==> src/dmab_regs.vh <==
// register offsets, field positions, reset values and limits of the burst engine
// assumes an apb byte address of 8 bits and 32-bit data
`ifndef DMAB_REGS_VH
`define DMAB_REGS_VH
// ==========================================================
// register byte offsets
`define DMAB_OFF_CS        8'h00
`define DMAB_OFF_SRC       8'h04
`define DMAB_OFF_DST       8'h08
`define DMAB_OFF_LEN       8'h0C
`define DMAB_OFF_STRIDE    8'h10
`define DMAB_OFF_ROWS      8'h14
`define DMAB_OFF_NEXT      8'h18
`define DMAB_OFF_DEBUG     8'h1C
`define DMAB_OFF_HI        8'h20
// ==========================================================
// control/status field positions
`define DMAB_CS_ACTIVE     0
`define DMAB_CS_INTR       1
`define DMAB_CS_ABORT      2
`define DMAB_CS_ERROR      3
`define DMAB_CS_ZFILL      4
`define DMAB_CS_DISCARD    5
`define DMAB_CS_NARROW     6
`define DMAB_CS_NOPAIR     7
`define DMAB_CS_PACE       8
`define DMAB_CS_TWODIM     9
`define DMAB_CS_BLEN_LO    12
`define DMAB_CS_BLEN_HI    15
`define DMAB_CS_BUSY       16
// debug fault bits
`define DMAB_DBG_RDLAST    0
`define DMAB_DBG_FIFO      1
`define DMAB_DBG_RDRESP    2
// ==========================================================
// reset values and limits
`define DMAB_RST_WORD      32'h0000_0000
`define DMAB_MAX_BURST     5'h10
`define DMAB_CAP_WIDE_LITE 5'h01
`define DMAB_CAP_WIDE_FULL 5'h02
`define DMAB_CAP_WIDE_EXT  5'h09
`define DMAB_CAP_NAR_LITE  5'h04
`define DMAB_CAP_NAR_FULL  5'h08
`define DMAB_CAP_NAR_EXT   5'h10
`define DMAB_LITE_LEN_MASK 32'h0000_FFFF
`endif

==> src/dmab_fifo.v <==
// flip-flop buffer of 16 entries of 128 bits holding read beats until written out
// assumes the caller never pushes when full nor pops when empty
module dmab_fifo (
  // clock and reset
  input  wire         clock_i,
  input  wire         srst_i,
  // fill and drain
  input  wire         push_i,
  input  wire [127:0] data_i,
  input  wire         pop_i,
  output wire [127:0] head_o,
  output wire [4:0]   count_o
);
  reg [127:0] mem [0:15];   // storage
  reg [3:0]   wr_ptr;       // next write slot
  reg [3:0]   rd_ptr;       // head slot
  reg [4:0]   count;        // entries held

  assign head_o  = mem[rd_ptr];
  assign count_o = count;

  // ==========================================================
  // pointer and storage update
  always @(posedge clock_i) begin
    if (srst_i) begin
      wr_ptr <= 4'h0;
      rd_ptr <= 4'h0;
      count  <= 5'h00;
    end else begin
      if (push_i) begin
        mem[wr_ptr] <= data_i;
        wr_ptr      <= wr_ptr + 4'h1;
      end
      if (pop_i)
        rd_ptr <= rd_ptr + 4'h1;
      count <= count + {4'h0, push_i} - {4'h0, pop_i};
    end
  end
endmodule // dmab_fifo

==> src/dmab_top.v <==
// burst generation and error capture of one dma channel, apb registers, axi master
// assumes a single clock; pacing and fifo fault come from outside and are synchronised
//
// Function
// - bursts never exceed sixteen beats
// - narrow peripheral reads capped at buffer room
// - discard mode reads full programmed burst, drops data
// - channels 0 and 15 add eight-word fifo
// - oversize read burst stalls read channel
// - zero fill writes zero data, zero strobes
// - wide writes paired into two-beat bursts
// - read response fault sticky, write-one clears
// - read fault clears active, raises interrupt
// - remaining read beats still accepted after fault
// - channels 0 and 15 latch external fifo fault, write-one clears
// - missing last flag sets fault bit
// - summary error is or of faults
// - lite holds one wide beat only
// - lite absorbs four narrow beats
// - lite ignores two-dim and ignore modes
// - lite length register sixteen bits wide
// - fast variant thirty-five-bit addresses, write bursts
// - fast variant drives address without paging
// - fast variant channel eleven reaches full address space
// - pacing sampled high before each read
`include "dmab_regs.vh"
module dmab_top #(
  parameter VARIANT = 0,  // 0 full, 1 lite, 2 fast
  parameter CHANNEL = 0   // channel number
) (
  // clock and reset
  input  wire         clock_i,
  input  wire         srst_i,
  // apb slave
  input  wire         psel_i,
  input  wire         penable_i,
  input  wire         pwrite_i,
  input  wire [7:0]   paddr_i,
  input  wire [31:0]  pwdata_i,
  output reg  [31:0]  prdata_o,
  output reg          pready_o,
  output reg          pslverr_o,
  // axi read address and data
  output reg          arvalid_o,
  input  wire         arready_i,
  output reg  [39:0]  araddr_o,
  output reg  [3:0]   arlen_o,
  output reg  [2:0]   arsize_o,
  input  wire         rvalid_i,
  output reg          rready_o,
  input  wire [127:0] rdata_i,
  input  wire [1:0]   rresp_i,
  input  wire         rlast_i,
  // axi write address, data and response
  output reg          awvalid_o,
  input  wire         awready_i,
  output reg  [39:0]  awaddr_o,
  output reg  [3:0]   awlen_o,
  output reg  [2:0]   awsize_o,
  output reg          wvalid_o,
  input  wire         wready_i,
  output reg  [127:0] wdata_o,
  output reg  [15:0]  wstrb_o,
  output reg          wlast_o,
  input  wire         bvalid_i,
  output reg          bready_o,
  // pacing, external fifo fault, interrupt
  input  wire         pacing_request_i,
  input  wire         fifo_fault_i,
  output reg          irq_o
);
  localparam IS_LITE = (VARIANT == 1);
  localparam IS_FAST = (VARIANT == 2);
  localparam HAS_EXT = (CHANNEL == 0) || (CHANNEL == 15);
  localparam RD_IDLE = 2'd0, RD_ADDR = 2'd1, RD_DATA = 2'd2;
  localparam WR_IDLE = 2'd0, WR_ADDR = 2'd1, WR_DATA = 2'd2, WR_RESP = 2'd3;

  // ==========================================================
  // registers
  reg [31:0] cs;            // control bits
  reg [31:0] src_lo;        // source address low word
  reg [31:0] dst_lo;        // destination address low word
  reg [31:0] len;           // bytes left to move
  reg [31:0] source_row_step;
  reg [31:0] row_count;
  reg [31:0] next_descriptor_pointer;
  reg [15:0] hi;            // source high [7:0], destination high [15:8]
  reg [2:0]  dbg;           // sticky faults
  reg [1:0]  pace_s;        // pacing synchroniser
  reg [1:0]  ffault_s;      // fifo fault synchroniser
  reg [1:0]  rd_state;
  reg [1:0]  wr_state;
  reg [3:0]  rbeat;         // beat index in current read burst
  reg [3:0]  wbeat;         // beat index in current write burst
  wire       active    = cs[`DMAB_CS_ACTIVE];
  wire       zero_source_fill_mode    = cs[`DMAB_CS_ZFILL];
  wire       discard_destination_mode = cs[`DMAB_CS_DISCARD];
  wire       narrow    = cs[`DMAB_CS_NARROW];
  wire [4:0] blen      = {1'b0, cs[`DMAB_CS_BLEN_HI:`DMAB_CS_BLEN_LO]} + 5'h01;
  wire [4:0] bbytes    = narrow ? 5'h04 : 5'h10;
  wire [4:0] fcount;
  wire [127:0] fhead;

  // ==========================================================
  // buffer room in beats for this variant and width
  reg [4:0] cap;
  always @* begin
    if (HAS_EXT)
      cap = narrow ? `DMAB_CAP_NAR_EXT : `DMAB_CAP_WIDE_EXT;
    else if (IS_LITE)
      cap = narrow ? `DMAB_CAP_NAR_LITE : `DMAB_CAP_WIDE_LITE;
    else
      cap = narrow ? `DMAB_CAP_NAR_FULL : `DMAB_CAP_WIDE_FULL;
  end

  // ==========================================================
  // beats left and length of the next burst
  wire [31:0] beats_left = narrow ? {2'b00, len[31:2]} : {4'h0, len[31:4]};
  reg  [4:0]  next_blen;
  always @* begin
    next_blen = blen;
    if (narrow && !discard_destination_mode && blen > cap)
      next_blen = cap;
    if (beats_left < {27'h0, next_blen})
      next_blen = beats_left[4:0];
    if (next_blen > `DMAB_MAX_BURST)
      next_blen = `DMAB_MAX_BURST;
  end

  // ==========================================================
  // addresses: fast variant drives full width on channel 11 and 35 bits unpaged on others; other variants page the low word
  function [39:0] eff_addr;
    input [7:0]  h;
    input [31:0] lo;
    begin
      if (IS_FAST)
        eff_addr = (CHANNEL == 11) ? {h, lo} : {5'h00, h[2:0], lo};
      else
        eff_addr = {5'h00, h[4:0], lo[29:0]};
    end
  endfunction

  // ==========================================================
  // synchronisers for outside levels
  always @(posedge clock_i) begin
    if (srst_i) begin
      pace_s   <= 2'b00;
      ffault_s <= 2'b00;
    end else begin
      pace_s   <= {pace_s[0], pacing_request_i};
      ffault_s <= {ffault_s[0], fifo_fault_i};
    end
  end

  // ==========================================================
  // handshakes and fault events
  wire r_hs     = rvalid_i && rready_o;
  wire rd_err   = r_hs && rresp_i[1];
  wire last_err = r_hs && ((rbeat == arlen_o) != rlast_i);
  wire w_hs     = wvalid_o && wready_i;
  wire keep     = r_hs && !discard_destination_mode;
  wire pop      = (wr_state == WR_IDLE) ? 1'b0 :
                  ((wr_state == WR_ADDR && awready_i) || (w_hs && !wlast_o))
                  && !zero_source_fill_mode;
  wire apb_acc  = psel_i && penable_i && pready_o;
  wire apb_wr   = apb_acc && pwrite_i;
  wire done     = active && len == 32'h0 && rd_state == RD_IDLE
                  && wr_state == WR_IDLE && fcount == 5'h00;

  // ==========================================================
  // read buffer
  dmab_fifo u_fifo (
    .clock_i (clock_i),
    .srst_i  (srst_i),
    .push_i  (keep),
    .data_i  (rdata_i),
    .pop_i   (pop),
    .head_o  (fhead),
    .count_o (fcount)
  );

  // ==========================================================
  // read state machine
  wire [4:0] free_next = cap - (fcount + {4'h0, keep} - {4'h0, pop});
  always @(posedge clock_i) begin
    if (srst_i) begin
      rd_state  <= RD_IDLE;
      arvalid_o <= 1'b0;
      araddr_o  <= 40'h00_0000_0000;
      arlen_o   <= 4'h0;
      arsize_o  <= 3'h0;
      rready_o  <= 1'b0;
      rbeat     <= 4'h0;
    end else begin
      case (rd_state)
        RD_IDLE: begin
          rready_o <= 1'b0;
          // wait for pacing high, checked again only after all data back
          if (active && !zero_source_fill_mode && len != 32'h0 && wr_state == WR_IDLE
              && fcount == 5'h00 && (!cs[`DMAB_CS_PACE] || pace_s[1])) begin
            arvalid_o <= 1'b1;
            araddr_o  <= eff_addr(hi[7:0], src_lo);
            arlen_o   <= next_blen[3:0] - 4'h1;
            arsize_o  <= narrow ? 3'h2 : 3'h4;
            rbeat     <= 4'h0;
            rd_state  <= RD_ADDR;
          end
        end
        RD_ADDR: begin
          if (arready_i) begin
            arvalid_o <= 1'b0;
            rready_o  <= discard_destination_mode || free_next != 5'h00;
            rd_state  <= RD_DATA;
          end
        end
        default: begin
          // beats keep being taken even once active has dropped
          if (r_hs)
            rbeat <= rbeat + 4'h1;
          if (r_hs && (rlast_i || rbeat == arlen_o)) begin
            rready_o <= 1'b0;
            rd_state <= RD_IDLE;
          end else begin
            rready_o <= discard_destination_mode || free_next != 5'h00;
          end
        end
      endcase
    end
  end

  // ==========================================================
  // write state machine: zero fill bursts or draining the buffer
  reg [4:0] wlen;
  always @* begin
    if (zero_source_fill_mode)
      wlen = next_blen;
    else if (IS_FAST)
      wlen = (fcount > `DMAB_MAX_BURST) ? `DMAB_MAX_BURST : fcount;
    else if (!narrow && !cs[`DMAB_CS_NOPAIR] && fcount >= 5'h02)
      wlen = 5'h02;
    else
      wlen = 5'h01;
  end
  wire wr_go = zero_source_fill_mode ? (active && len != 32'h0)
               : (fcount != 5'h00 && (!discard_destination_mode));

  always @(posedge clock_i) begin
    if (srst_i) begin
      wr_state  <= WR_IDLE;
      awvalid_o <= 1'b0;
      awaddr_o  <= 40'h00_0000_0000;
      awlen_o   <= 4'h0;
      awsize_o  <= 3'h0;
      wvalid_o  <= 1'b0;
      wdata_o   <= 128'h0;
      wstrb_o   <= 16'h0000;
      wlast_o   <= 1'b0;
      bready_o  <= 1'b0;
      wbeat     <= 4'h0;
    end else begin
      case (wr_state)
        WR_IDLE: begin
          if (wr_go && rd_state != RD_ADDR) begin
            awvalid_o <= 1'b1;
            awaddr_o  <= eff_addr(hi[15:8], dst_lo);
            awlen_o   <= wlen[3:0] - 4'h1;
            awsize_o  <= narrow ? 3'h2 : 3'h4;
            wr_state  <= WR_ADDR;
          end
        end
        WR_ADDR: begin
          if (awready_i) begin
            awvalid_o <= 1'b0;
            wvalid_o  <= 1'b1;
            wbeat     <= 4'h0;
            wlast_o   <= awlen_o == 4'h0;
            // zero data and zero strobes in fill mode
            wdata_o   <= zero_source_fill_mode ? 128'h0 : fhead;
            wstrb_o   <= zero_source_fill_mode ? 16'h0000 : 16'hFFFF;
            wr_state  <= WR_DATA;
          end
        end
        WR_DATA: begin
          if (w_hs) begin
            wbeat   <= wbeat + 4'h1;
            wlast_o <= (wbeat + 4'h1) == awlen_o;
            if (!zero_source_fill_mode)
              wdata_o <= fhead;
            if (wlast_o) begin
              wvalid_o <= 1'b0;
              bready_o <= 1'b1;
              wr_state <= WR_RESP;
            end
          end
        end
        default: begin
          if (bvalid_i) begin
            bready_o <= 1'b0;
            wr_state <= WR_IDLE;
          end
        end
      endcase
    end
  end

  // ==========================================================
  // apb slave: one wait state, then answer
  wire mapped = paddr_i == `DMAB_OFF_CS || paddr_i == `DMAB_OFF_SRC
                || paddr_i == `DMAB_OFF_DST || paddr_i == `DMAB_OFF_LEN
                || paddr_i == `DMAB_OFF_STRIDE || paddr_i == `DMAB_OFF_ROWS
                || paddr_i == `DMAB_OFF_NEXT || paddr_i == `DMAB_OFF_DEBUG
                || paddr_i == `DMAB_OFF_HI;
  wire err_sum = |dbg;
  reg [31:0] rd_word;
  always @* begin
    if (paddr_i == `DMAB_OFF_CS)
      rd_word = {15'h0, (rd_state != RD_IDLE || wr_state != WR_IDLE),
                 cs[15:4], err_sum, cs[2:0]};
    else if (paddr_i == `DMAB_OFF_SRC)
      rd_word = src_lo;
    else if (paddr_i == `DMAB_OFF_DST)
      rd_word = dst_lo;
    else if (paddr_i == `DMAB_OFF_LEN)
      rd_word = len;
    else if (paddr_i == `DMAB_OFF_STRIDE)
      rd_word = source_row_step;
    else if (paddr_i == `DMAB_OFF_ROWS)
      rd_word = row_count;
    else if (paddr_i == `DMAB_OFF_NEXT)
      rd_word = next_descriptor_pointer;
    else if (paddr_i == `DMAB_OFF_DEBUG)
      rd_word = {29'h0, dbg};
    else if (paddr_i == `DMAB_OFF_HI)
      rd_word = {16'h0, hi};
    else
      rd_word = 32'h0000_0000;
  end

  always @(posedge clock_i) begin
    if (srst_i) begin
      pready_o  <= 1'b0;
      pslverr_o <= 1'b0;
      prdata_o  <= 32'h0000_0000;
    end else begin
      pready_o  <= psel_i && penable_i && !pready_o;
      pslverr_o <= psel_i && penable_i && !pready_o && !mapped;
      prdata_o  <= (psel_i && !pwrite_i) ? rd_word : 32'h0000_0000;
    end
  end

  // ==========================================================
  // register writes, hardware updates, sticky faults
  wire cs_wr  = apb_wr && paddr_i == `DMAB_OFF_CS;
  wire dbg_wr = apb_wr && paddr_i == `DMAB_OFF_DEBUG;
  wire [31:0] cs_in = IS_LITE ? (pwdata_i & ~32'h0000_0230) : pwdata_i;
  always @(posedge clock_i) begin
    if (srst_i) begin
      cs     <= `DMAB_RST_WORD;
      src_lo <= `DMAB_RST_WORD;
      dst_lo <= `DMAB_RST_WORD;
      len    <= `DMAB_RST_WORD;
      source_row_step         <= `DMAB_RST_WORD;
      row_count               <= `DMAB_RST_WORD;
      next_descriptor_pointer <= `DMAB_RST_WORD;
      hi     <= 16'h0000;
      dbg    <= 3'h0;
      irq_o  <= 1'b0;
    end else begin
      if (cs_wr) begin
        cs[31:3] <= {cs_in[31:4], 1'b0};
        cs[`DMAB_CS_ACTIVE] <= cs_in[`DMAB_CS_ACTIVE] && !cs_in[`DMAB_CS_ABORT];
        if (cs_in[`DMAB_CS_INTR])
          cs[`DMAB_CS_INTR] <= 1'b0;
        // abort with next pointer zero ends the transfer
        if (cs_in[`DMAB_CS_ABORT] && next_descriptor_pointer == 32'h0)
          len <= 32'h0;
      end
      if (apb_wr && paddr_i == `DMAB_OFF_SRC)
        src_lo <= pwdata_i;
      if (apb_wr && paddr_i == `DMAB_OFF_DST)
        dst_lo <= pwdata_i;
      if (apb_wr && paddr_i == `DMAB_OFF_LEN)
        len <= IS_LITE ? (pwdata_i & `DMAB_LITE_LEN_MASK) : pwdata_i;
      if (apb_wr && paddr_i == `DMAB_OFF_STRIDE && !IS_LITE)
        source_row_step <= pwdata_i;
      if (apb_wr && paddr_i == `DMAB_OFF_ROWS && !IS_LITE)
        row_count <= pwdata_i;
      if (apb_wr && paddr_i == `DMAB_OFF_NEXT)
        next_descriptor_pointer <= pwdata_i;
      if (apb_wr && paddr_i == `DMAB_OFF_HI)
        hi <= pwdata_i[15:0];
      // advance addresses and length per burst or zero-fill burst
      if (rd_state == RD_ADDR && arready_i) begin
        src_lo <= src_lo + ({28'h0, arlen_o} + 32'h1) * {27'h0, bbytes};
        len    <= len - ({28'h0, arlen_o} + 32'h1) * {27'h0, bbytes};
      end
      if (wr_state == WR_ADDR && awready_i) begin
        dst_lo <= dst_lo + ({28'h0, awlen_o} + 32'h1) * {27'h0, bbytes};
        if (zero_source_fill_mode)
          len <= len - ({28'h0, awlen_o} + 32'h1) * {27'h0, bbytes};
      end
      // finish: drop active, flag interrupt
      if (done) begin
        cs[`DMAB_CS_ACTIVE] <= 1'b0;
        cs[`DMAB_CS_INTR]   <= 1'b1;
      end
      // read fault drops active and flags interrupt; set beats clear
      if (rd_err) begin
        cs[`DMAB_CS_ACTIVE] <= 1'b0;
        cs[`DMAB_CS_INTR]   <= 1'b1;
      end
      // sticky faults: write one clears, a new event wins
      dbg <= (dbg & ~(dbg_wr ? pwdata_i[2:0] : 3'h0))
             | {rd_err, (HAS_EXT && ffault_s[1]), last_err};
      irq_o <= cs[`DMAB_CS_INTR];
    end
  end
endmodule // dmab_top

==> config.mk <==
export PLATFORM = sky130hd
export DESIGN_NAME = dmab_top
export DESIGN_NICKNAME = d
export VERILOG_FILES = /design/src/dmab_fifo.v /design/src/dmab_top.v
export VERILOG_INCLUDE_DIRS = /design/src
export SDC_FILE = /design/constraint.sdc
export NUM_CORES = 2
export LEC_CHECK = 0
export ABC_AREA = 1
export BUFFER_PORTS_ARGS = -buffer_cell sky130_fd_sc_hd__buf_2
export CELL_PAD_IN_SITES_DETAIL_PLACEMENT = 1
export CELL_PAD_IN_SITES_GLOBAL_PLACEMENT = 2
export CORE_MARGIN = 10
export CORE_UTILIZATION = 42
export DETAILED_ROUTE_END_ITERATION = 7
export GPL_ROUTABILITY_DRIVEN = 0
export PLACE_DENSITY = 0.85
export SETUP_SLACK_MARGIN = 0.05
export SYNTH_ARGS = -nofsm -noshare
export SYNTH_HDL_FRONTEND = slang
export SYNTH_SLANG_ARGS = --single-unit
==> constraint.sdc <==
create_clock -name clock_i -period 12.5 [get_ports clock_i]
set_input_delay 0.625 -clock clock_i [delete_from_list [all_inputs] [get_ports clock_i]]
set_output_delay 0.625 -clock clock_i [all_outputs]
set_load 0.01 [all_outputs]
After elaboration in Yosys (flattened, before gate mapping)
Memory sizes are Yosys's and may differ from the RTL's. A register that Yosys moved wholly into a read port is not among the register bits.
Index checks and enable logic that the tools add are counted.
{"block": "totals", "regBits": 523, "latch_bits": 0, "ramBits": 2048, "mem_bits_ro": 0, "inputBits": 183, "n_memories": 1}
{"name": "u_fifo.mem", "words": 16, "word_bits": 128, "rd": 1, "rd_ports_with_merged_regs": 1, "write_ports": 1, "line_no": "dmab_fifo.v:14", "text": "reg [127:0] mem [0:15];"}
{"block": "classes", "add_sub_neg": 16, "mul": 2, "n_div": 0, "n_lt_le_gt_ge": 4, "n_eq_ne": 22, "n_shift": 0, "n_mux": 82, "bitwise_logic": 6, "n_reduce_logical": 107}
{"cell": "$mux 128", "n": 4}
{"cell": "$mux 32", "n": 16}
{"cell": "$pmux 128 s2", "n": 1}
{"cell": "$add 32x32->32", "n": 2}
{"cell": "$logic_not 32->1", "n": 2}
{"cell": "$sub 32x10->32", "n": 2}
{"cell": "$mux 16", "n": 3}
{"cell": "$logic_and 1x1->1", "n": 43}
{"cell": "$eq 8x5->1 const B", "n": 4}
{"cell": "$mux 4", "n": 8}
{"cell": "$reduce_bool 32->1", "n": 1}
{"cell": "$lt 30x5->1", "n": 1}
{"cell": "$mux 30", "n": 1}
{"cell": "$mux 2", "n": 12}
{"cell": "$mul 5x5->10", "n": 2}
{"cell": "$mux 1", "n": 20}
{"cell": "$mux 5", "n": 4}
{"cell": "$reduce_bool 2->1", "n": 9}
{"cell": "$mux 17", "n": 1}
{"cell": "$add 4x1->4 const B", "n": 4}
{"cell": "$eq 8x4->1 const B", "n": 2}
{"cell": "$pmux 4 s2", "n": 2}
{"cell": "$add 4x1->5 const B", "n": 3}
{"cell": "$reduce_and 3->1", "n": 5}
{"cell": "37 further kinds", "n": 87}

Depth between registers and ports, before layout
{"block": "logic_depth", "ltp_word": 11, "depth_mapped": 28, "mapped_depth_nobuf": 28}

By module
Synthesis repeated with hierarchy kept, for this count alone.
{"block": "unflattened", "cells_unflattened": 10788, "area_unflattened_um2": 108663.0}
{"module": "dmab_fifo", "n_inst": 1, "cells_per_inst": 7482, "area_per_inst_um2": 84748.8, "seq_area_each_um2": 61839.3}
{"module": "dmab_top", "n_inst": 1, "cells_per_inst": 3306, "area_per_inst_um2": 23914.2, "seq_area_each_um2": 9869.5}

Least setup slack after synthesis
Ideal clock, no wire load.
{"block": "synth_path", "path_kind": "input-to-reg", "startpoint": "input srst_i", "endpoint": "memory u_fifo.mem[13][0], enable pin", "setup_ps": 772, "arrival_time_ps": 10057, "required_time_ps": 11728, "path_slack_ps": 1671, "stages": 5, "n_path_buf": 2, "path_cell_list": "clkbuf_1 clkinv_1 clkbuf_1 nand3_1 nor3_1"}
{"block": "synth_via", "elab_chain_len": 2}
{"item": "start: declaration", "line_no": "dmab_top.v:33", "text": "input wire srst_i,"}
{"item": "$mux 1", "line_no": "dmab_fifo.v:25", "text": "if (srst_i) begin"}
{"item": "$mux 1 (not written as such)", "line_no": "dmab_fifo.v:31", "text": "mem[wr_ptr] <= data_i;"}
{"item": "end: declaration", "line_no": "dmab_fifo.v:14"}
No other way between the ends.

Worst setup path after layout
{"block": "layout_path", "startpoint": "register rready_o", "endpoint": "memory u_fifo.mem[2][127], enable pin"}
{"block": "layout_via", "elab_chain_len": 5}
{"item": "start: declaration", "line_no": "dmab_top.v:50", "text": "output reg rready_o,"}
{"item": "start signal: assignment", "line_no": "dmab_top.v:192", "text": "rready_o <= 1'b0;"}
{"item": "start signal: assignment", "line_no": "dmab_top.v:197", "text": "rready_o <= 1'b0;"}
{"item": "start signal: assignment", "line_no": "dmab_top.v:212", "text": "rready_o <= discard_destination_mode || free_next != 5'h00;"}
{"item": "$logic_and 1x1->1", "line_no": "dmab_top.v:157", "text": "wire r_hs = rvalid_i && rready_o;"}
{"item": "$logic_and 1x1->1", "line_no": "dmab_top.v:161", "text": "wire keep = r_hs && !discard_destination_mode;"}
{"item": "net keep", "line_no": "dmab_top.v:161"}
{"item": "$mux 1", "line_no": "dmab_fifo.v:30", "text": "if (push_i) begin"}
{"item": "$mux 1", "line_no": "dmab_fifo.v:25"}
{"item": "$mux 1 (not written as such)", "line_no": "dmab_fifo.v:31"}
The timed path passes the listed nets, and every way through them passes these cells.

==> flow_metrics.tcl <==
set metrics [dict create \
    status "completed" \
    route.detailed.drc 0 \
    crit_type "flop to flop" \
    clkSinkCount 2558 \
    peakVddDrop_mv 0.147 \
    total_power_mw 21.4 \
    clkTransAtPathRegs_ns 0.06 \
    path_max_fanout 54 \
    hold_path_class "input port to flop" \
    synth_top_area_share_pct 59.7 \
    numCtsBuffers 289 \
    dp_hpwl_mm 192 \
    layout_common_cells "2,048 x edfxtp_1, 1,306 x o21ai_0, 1,253 x nor2_1" \
    cap_violations 0 \
    setup_violations 0 \
    fin_crit_sh_pct 36.7 \
    synth_area_per_cell_um2 11.7 \
    synth_cell_type_count 60 \
    critPathMostFrequentCell "buf_4" \
    report.final.slew_viol_count 0 \
    hold_viol 0 \
    grt_max_degree 239 \
    dp.cells 11926 \
    die_y_um 515 \
    synth-async-reset-ratio_pct 0 \
    critical_path.max_stage_delay_ns 0.97 \
    ys_seq_elements 2558 \
    final_common_cell "edfxtp_1" \
    power_density_mw_per_mm2 182 \
    final_util_pct 48.3 \
    grtUsageTotal_pct 25.1 \
    grt_pass1_wl_mm 509 \
    grt_pass1_vias 77964 \
    cp_top_family "buffers and inverters" \
    critPathLaunchType "flop" \
    cts_buffer_depth 4 \
    cp.required_ns 13.00 \
    yosys.area.top_type "edfxtp_1" \
    clock_skew_ns 0.0863 \
    critPathLaunch "rready_o$_SDFFE_PP0P_" \
    fp.dieArea_mm2 0.265 \
    grt-ovfl-total 0 \
    ant_nets 0 \
    finalNonFillerCells 12522 \
    synth.yosys.seq_area_share_pct 69.6 \
    crit_arrival_ns 5.09 \
    p_leak_nw 40.2 \
    ios 462 \
    crit_slowest_cell "buf_4" \
    placed_cell_area_mm2 0.108 \
    ys_warn_count 0 \
    area_delta_synth_final_pct 14.2 \
    max_freq_ghz 0.218 \
    cts_tree "yes" \
    drtIter0Drc 7375 \
    viasPerCell 6.04 \
    end_kind "flop" \
    fin_crit_ns 4.59 \
    wl_per_cell_um 27.8 \
    fin_setup_tns_ns 0 \
    vias 75596 \
    path_buf_inv 4 \
    synth-edff-count 2048 \
    worst_slew_pin_slew_ns 1.31 \
    fill_cells 25360 \
    core_mm2 0.244 \
    syn_area_mm2 0.103 \
    ys.flop_type "edfxtp_1" \
    antenna_found_initial 59 \
    final_cell_area_mm2 0.118 \
    initial_utilization_pct 42.3 \
    crit_chain "nand2_1, nor2_1, buf_4, nand2_1, nor3_2, buf_4, buf_4, buf_4" \
    wirelength_mm 348 \
    nets 9347 \
    cts_resized 0 \
    rsz0062_at_grt "false" \
    clock_latency_ns 0.96 \
    min_from "rdata_i[96]" \
    reg2reg_from "rready_o$_SDFFE_PP0P_" \
    dr.pass1.iters 5 \
    synth.area.top_cells "edfxtp_1 60%, dfxtp_1 9.9%, o21ai_0 6.3%" \
    max_slew_margin_pct 12.9 \
    portBuffers 448 \
    ctsHtreeMaxLevel 5 \
    cts_root_buf "clkbuf_16" \
    synth_cells 8791 \
    drive_above_1_share_pct 11.4 \
    placementRows 181 \
    fp.dieW_um 515 \
]
-- flip-flops by register name, summed over array words and instances, names as in the netlist, 4 cells and up, named ones only --
signal and cells:
source_row_step 32, arlen_o 4, cs 14, dst_lo 32, hi 16, wbeat 4
len 32, wdata_o 128, u_fifo.rd_ptr 4, u_fifo.count_o 5, awaddr_o 35, u_fifo.mem 2048
u_fifo.wr_ptr 4, awlen_o 4, src_lo 32, araddr_o 35, row_count 32, prdata_o 32
next_descriptor_pointer 32, rbeat 4
-- logic make-up (layout without fill, tap and decap cells) --
logic type / Yosys count / count (layout) / share of synthesized area, %
AO/OA/AOI/OAI: 2578 / 2578 / 15.1
flip-flops: 2558 / 2558 / 69.6
AND/OR/NAND/NOR: 2526 / 2526 / 10.0
buffers and inverters: 998 / 1482 / 3.85
adder cells (fa/ha/maj): 85 / 85 / 1.05
XOR/XNOR: 45 / 45 / 0.383
other: 1 / 46 / 0.00364
-- Yosys cell counts (all sizes together), types with 4 or more instances --
cell	number
ha	82
o221ai	500
clkbuf	510
a211oi	37
o31ai	4
or2	8
xor2	27
nor2	1277
xnor2	18
o211ai	79
o22ai	73
nor4	13
clkinv	4
nor3	56
buf	126
a22oi	14
nand4	34
nand2	836
inv	358
dfxtp	510
nand3	298
o2111ai	5
o21ai	1314
a21oi	441
a31oi	51
a221oi	43
edfxtp	2048
-- through the flow --
stage	worst slack, ns	hold WS, ns
detailed placement	7.76	0.416
floorplan	1.67	0.388
global route	7.72	0.0366
CTS	7.98	0.0000292
global placement	7.79	0.400
finish	7.91	0.0689
-- worst paths after layout --
path / end / slack, ns / depth (start not counted)
worst max-delay path: u_fifo.mem[2][127]$_DFFE_PP_ / 7.91 / 8
worst min register to register: pace_s[1]$_SDFF_PP0_ / 0.43 / 2
worst min-delay path: u_fifo.mem[10][96]$_DFFE_PP_ / 0.07 / 1
worst max register to register: u_fifo.mem[2][127]$_DFFE_PP_ / 7.91 / 8
-- layer usage --
layer	vias up	track usage [%]	routed length (um)
met2	3121	41.5	166000
met3	703	4.19	24400
li1	32903	-	-
met4	34	10.9	15200
met5	-	0	229
met1	38835	32.7	142000
-- timing repair --
action	CTS	global route
setup buffers	0	0
hold buffers	64	0
endpoints found under the hold margin	654	0
-- where the power goes --
group	internal (mW)	switching [mW]
sequential	9.38	0.209
combinational	0.966	2.51
clock	4.90	3.40
total	15.2	6.12
-- layout make-up --
class	count	area [um2]	share of cell area, %
Sequential cell	2558	71700	61.0
Clock inverter	116	1180	1.00
Timing Repair Buffer	616	3840	3.26
Multi-Input combinational cell	5252	27500	23.4
Inverter	362	1400	1.19
Clock buffer	388	7930	6.74
Tap cell	3202	4010	3.40
Antenna cell	28	70.1	0.0595
(Power assumes the default switching activity.)
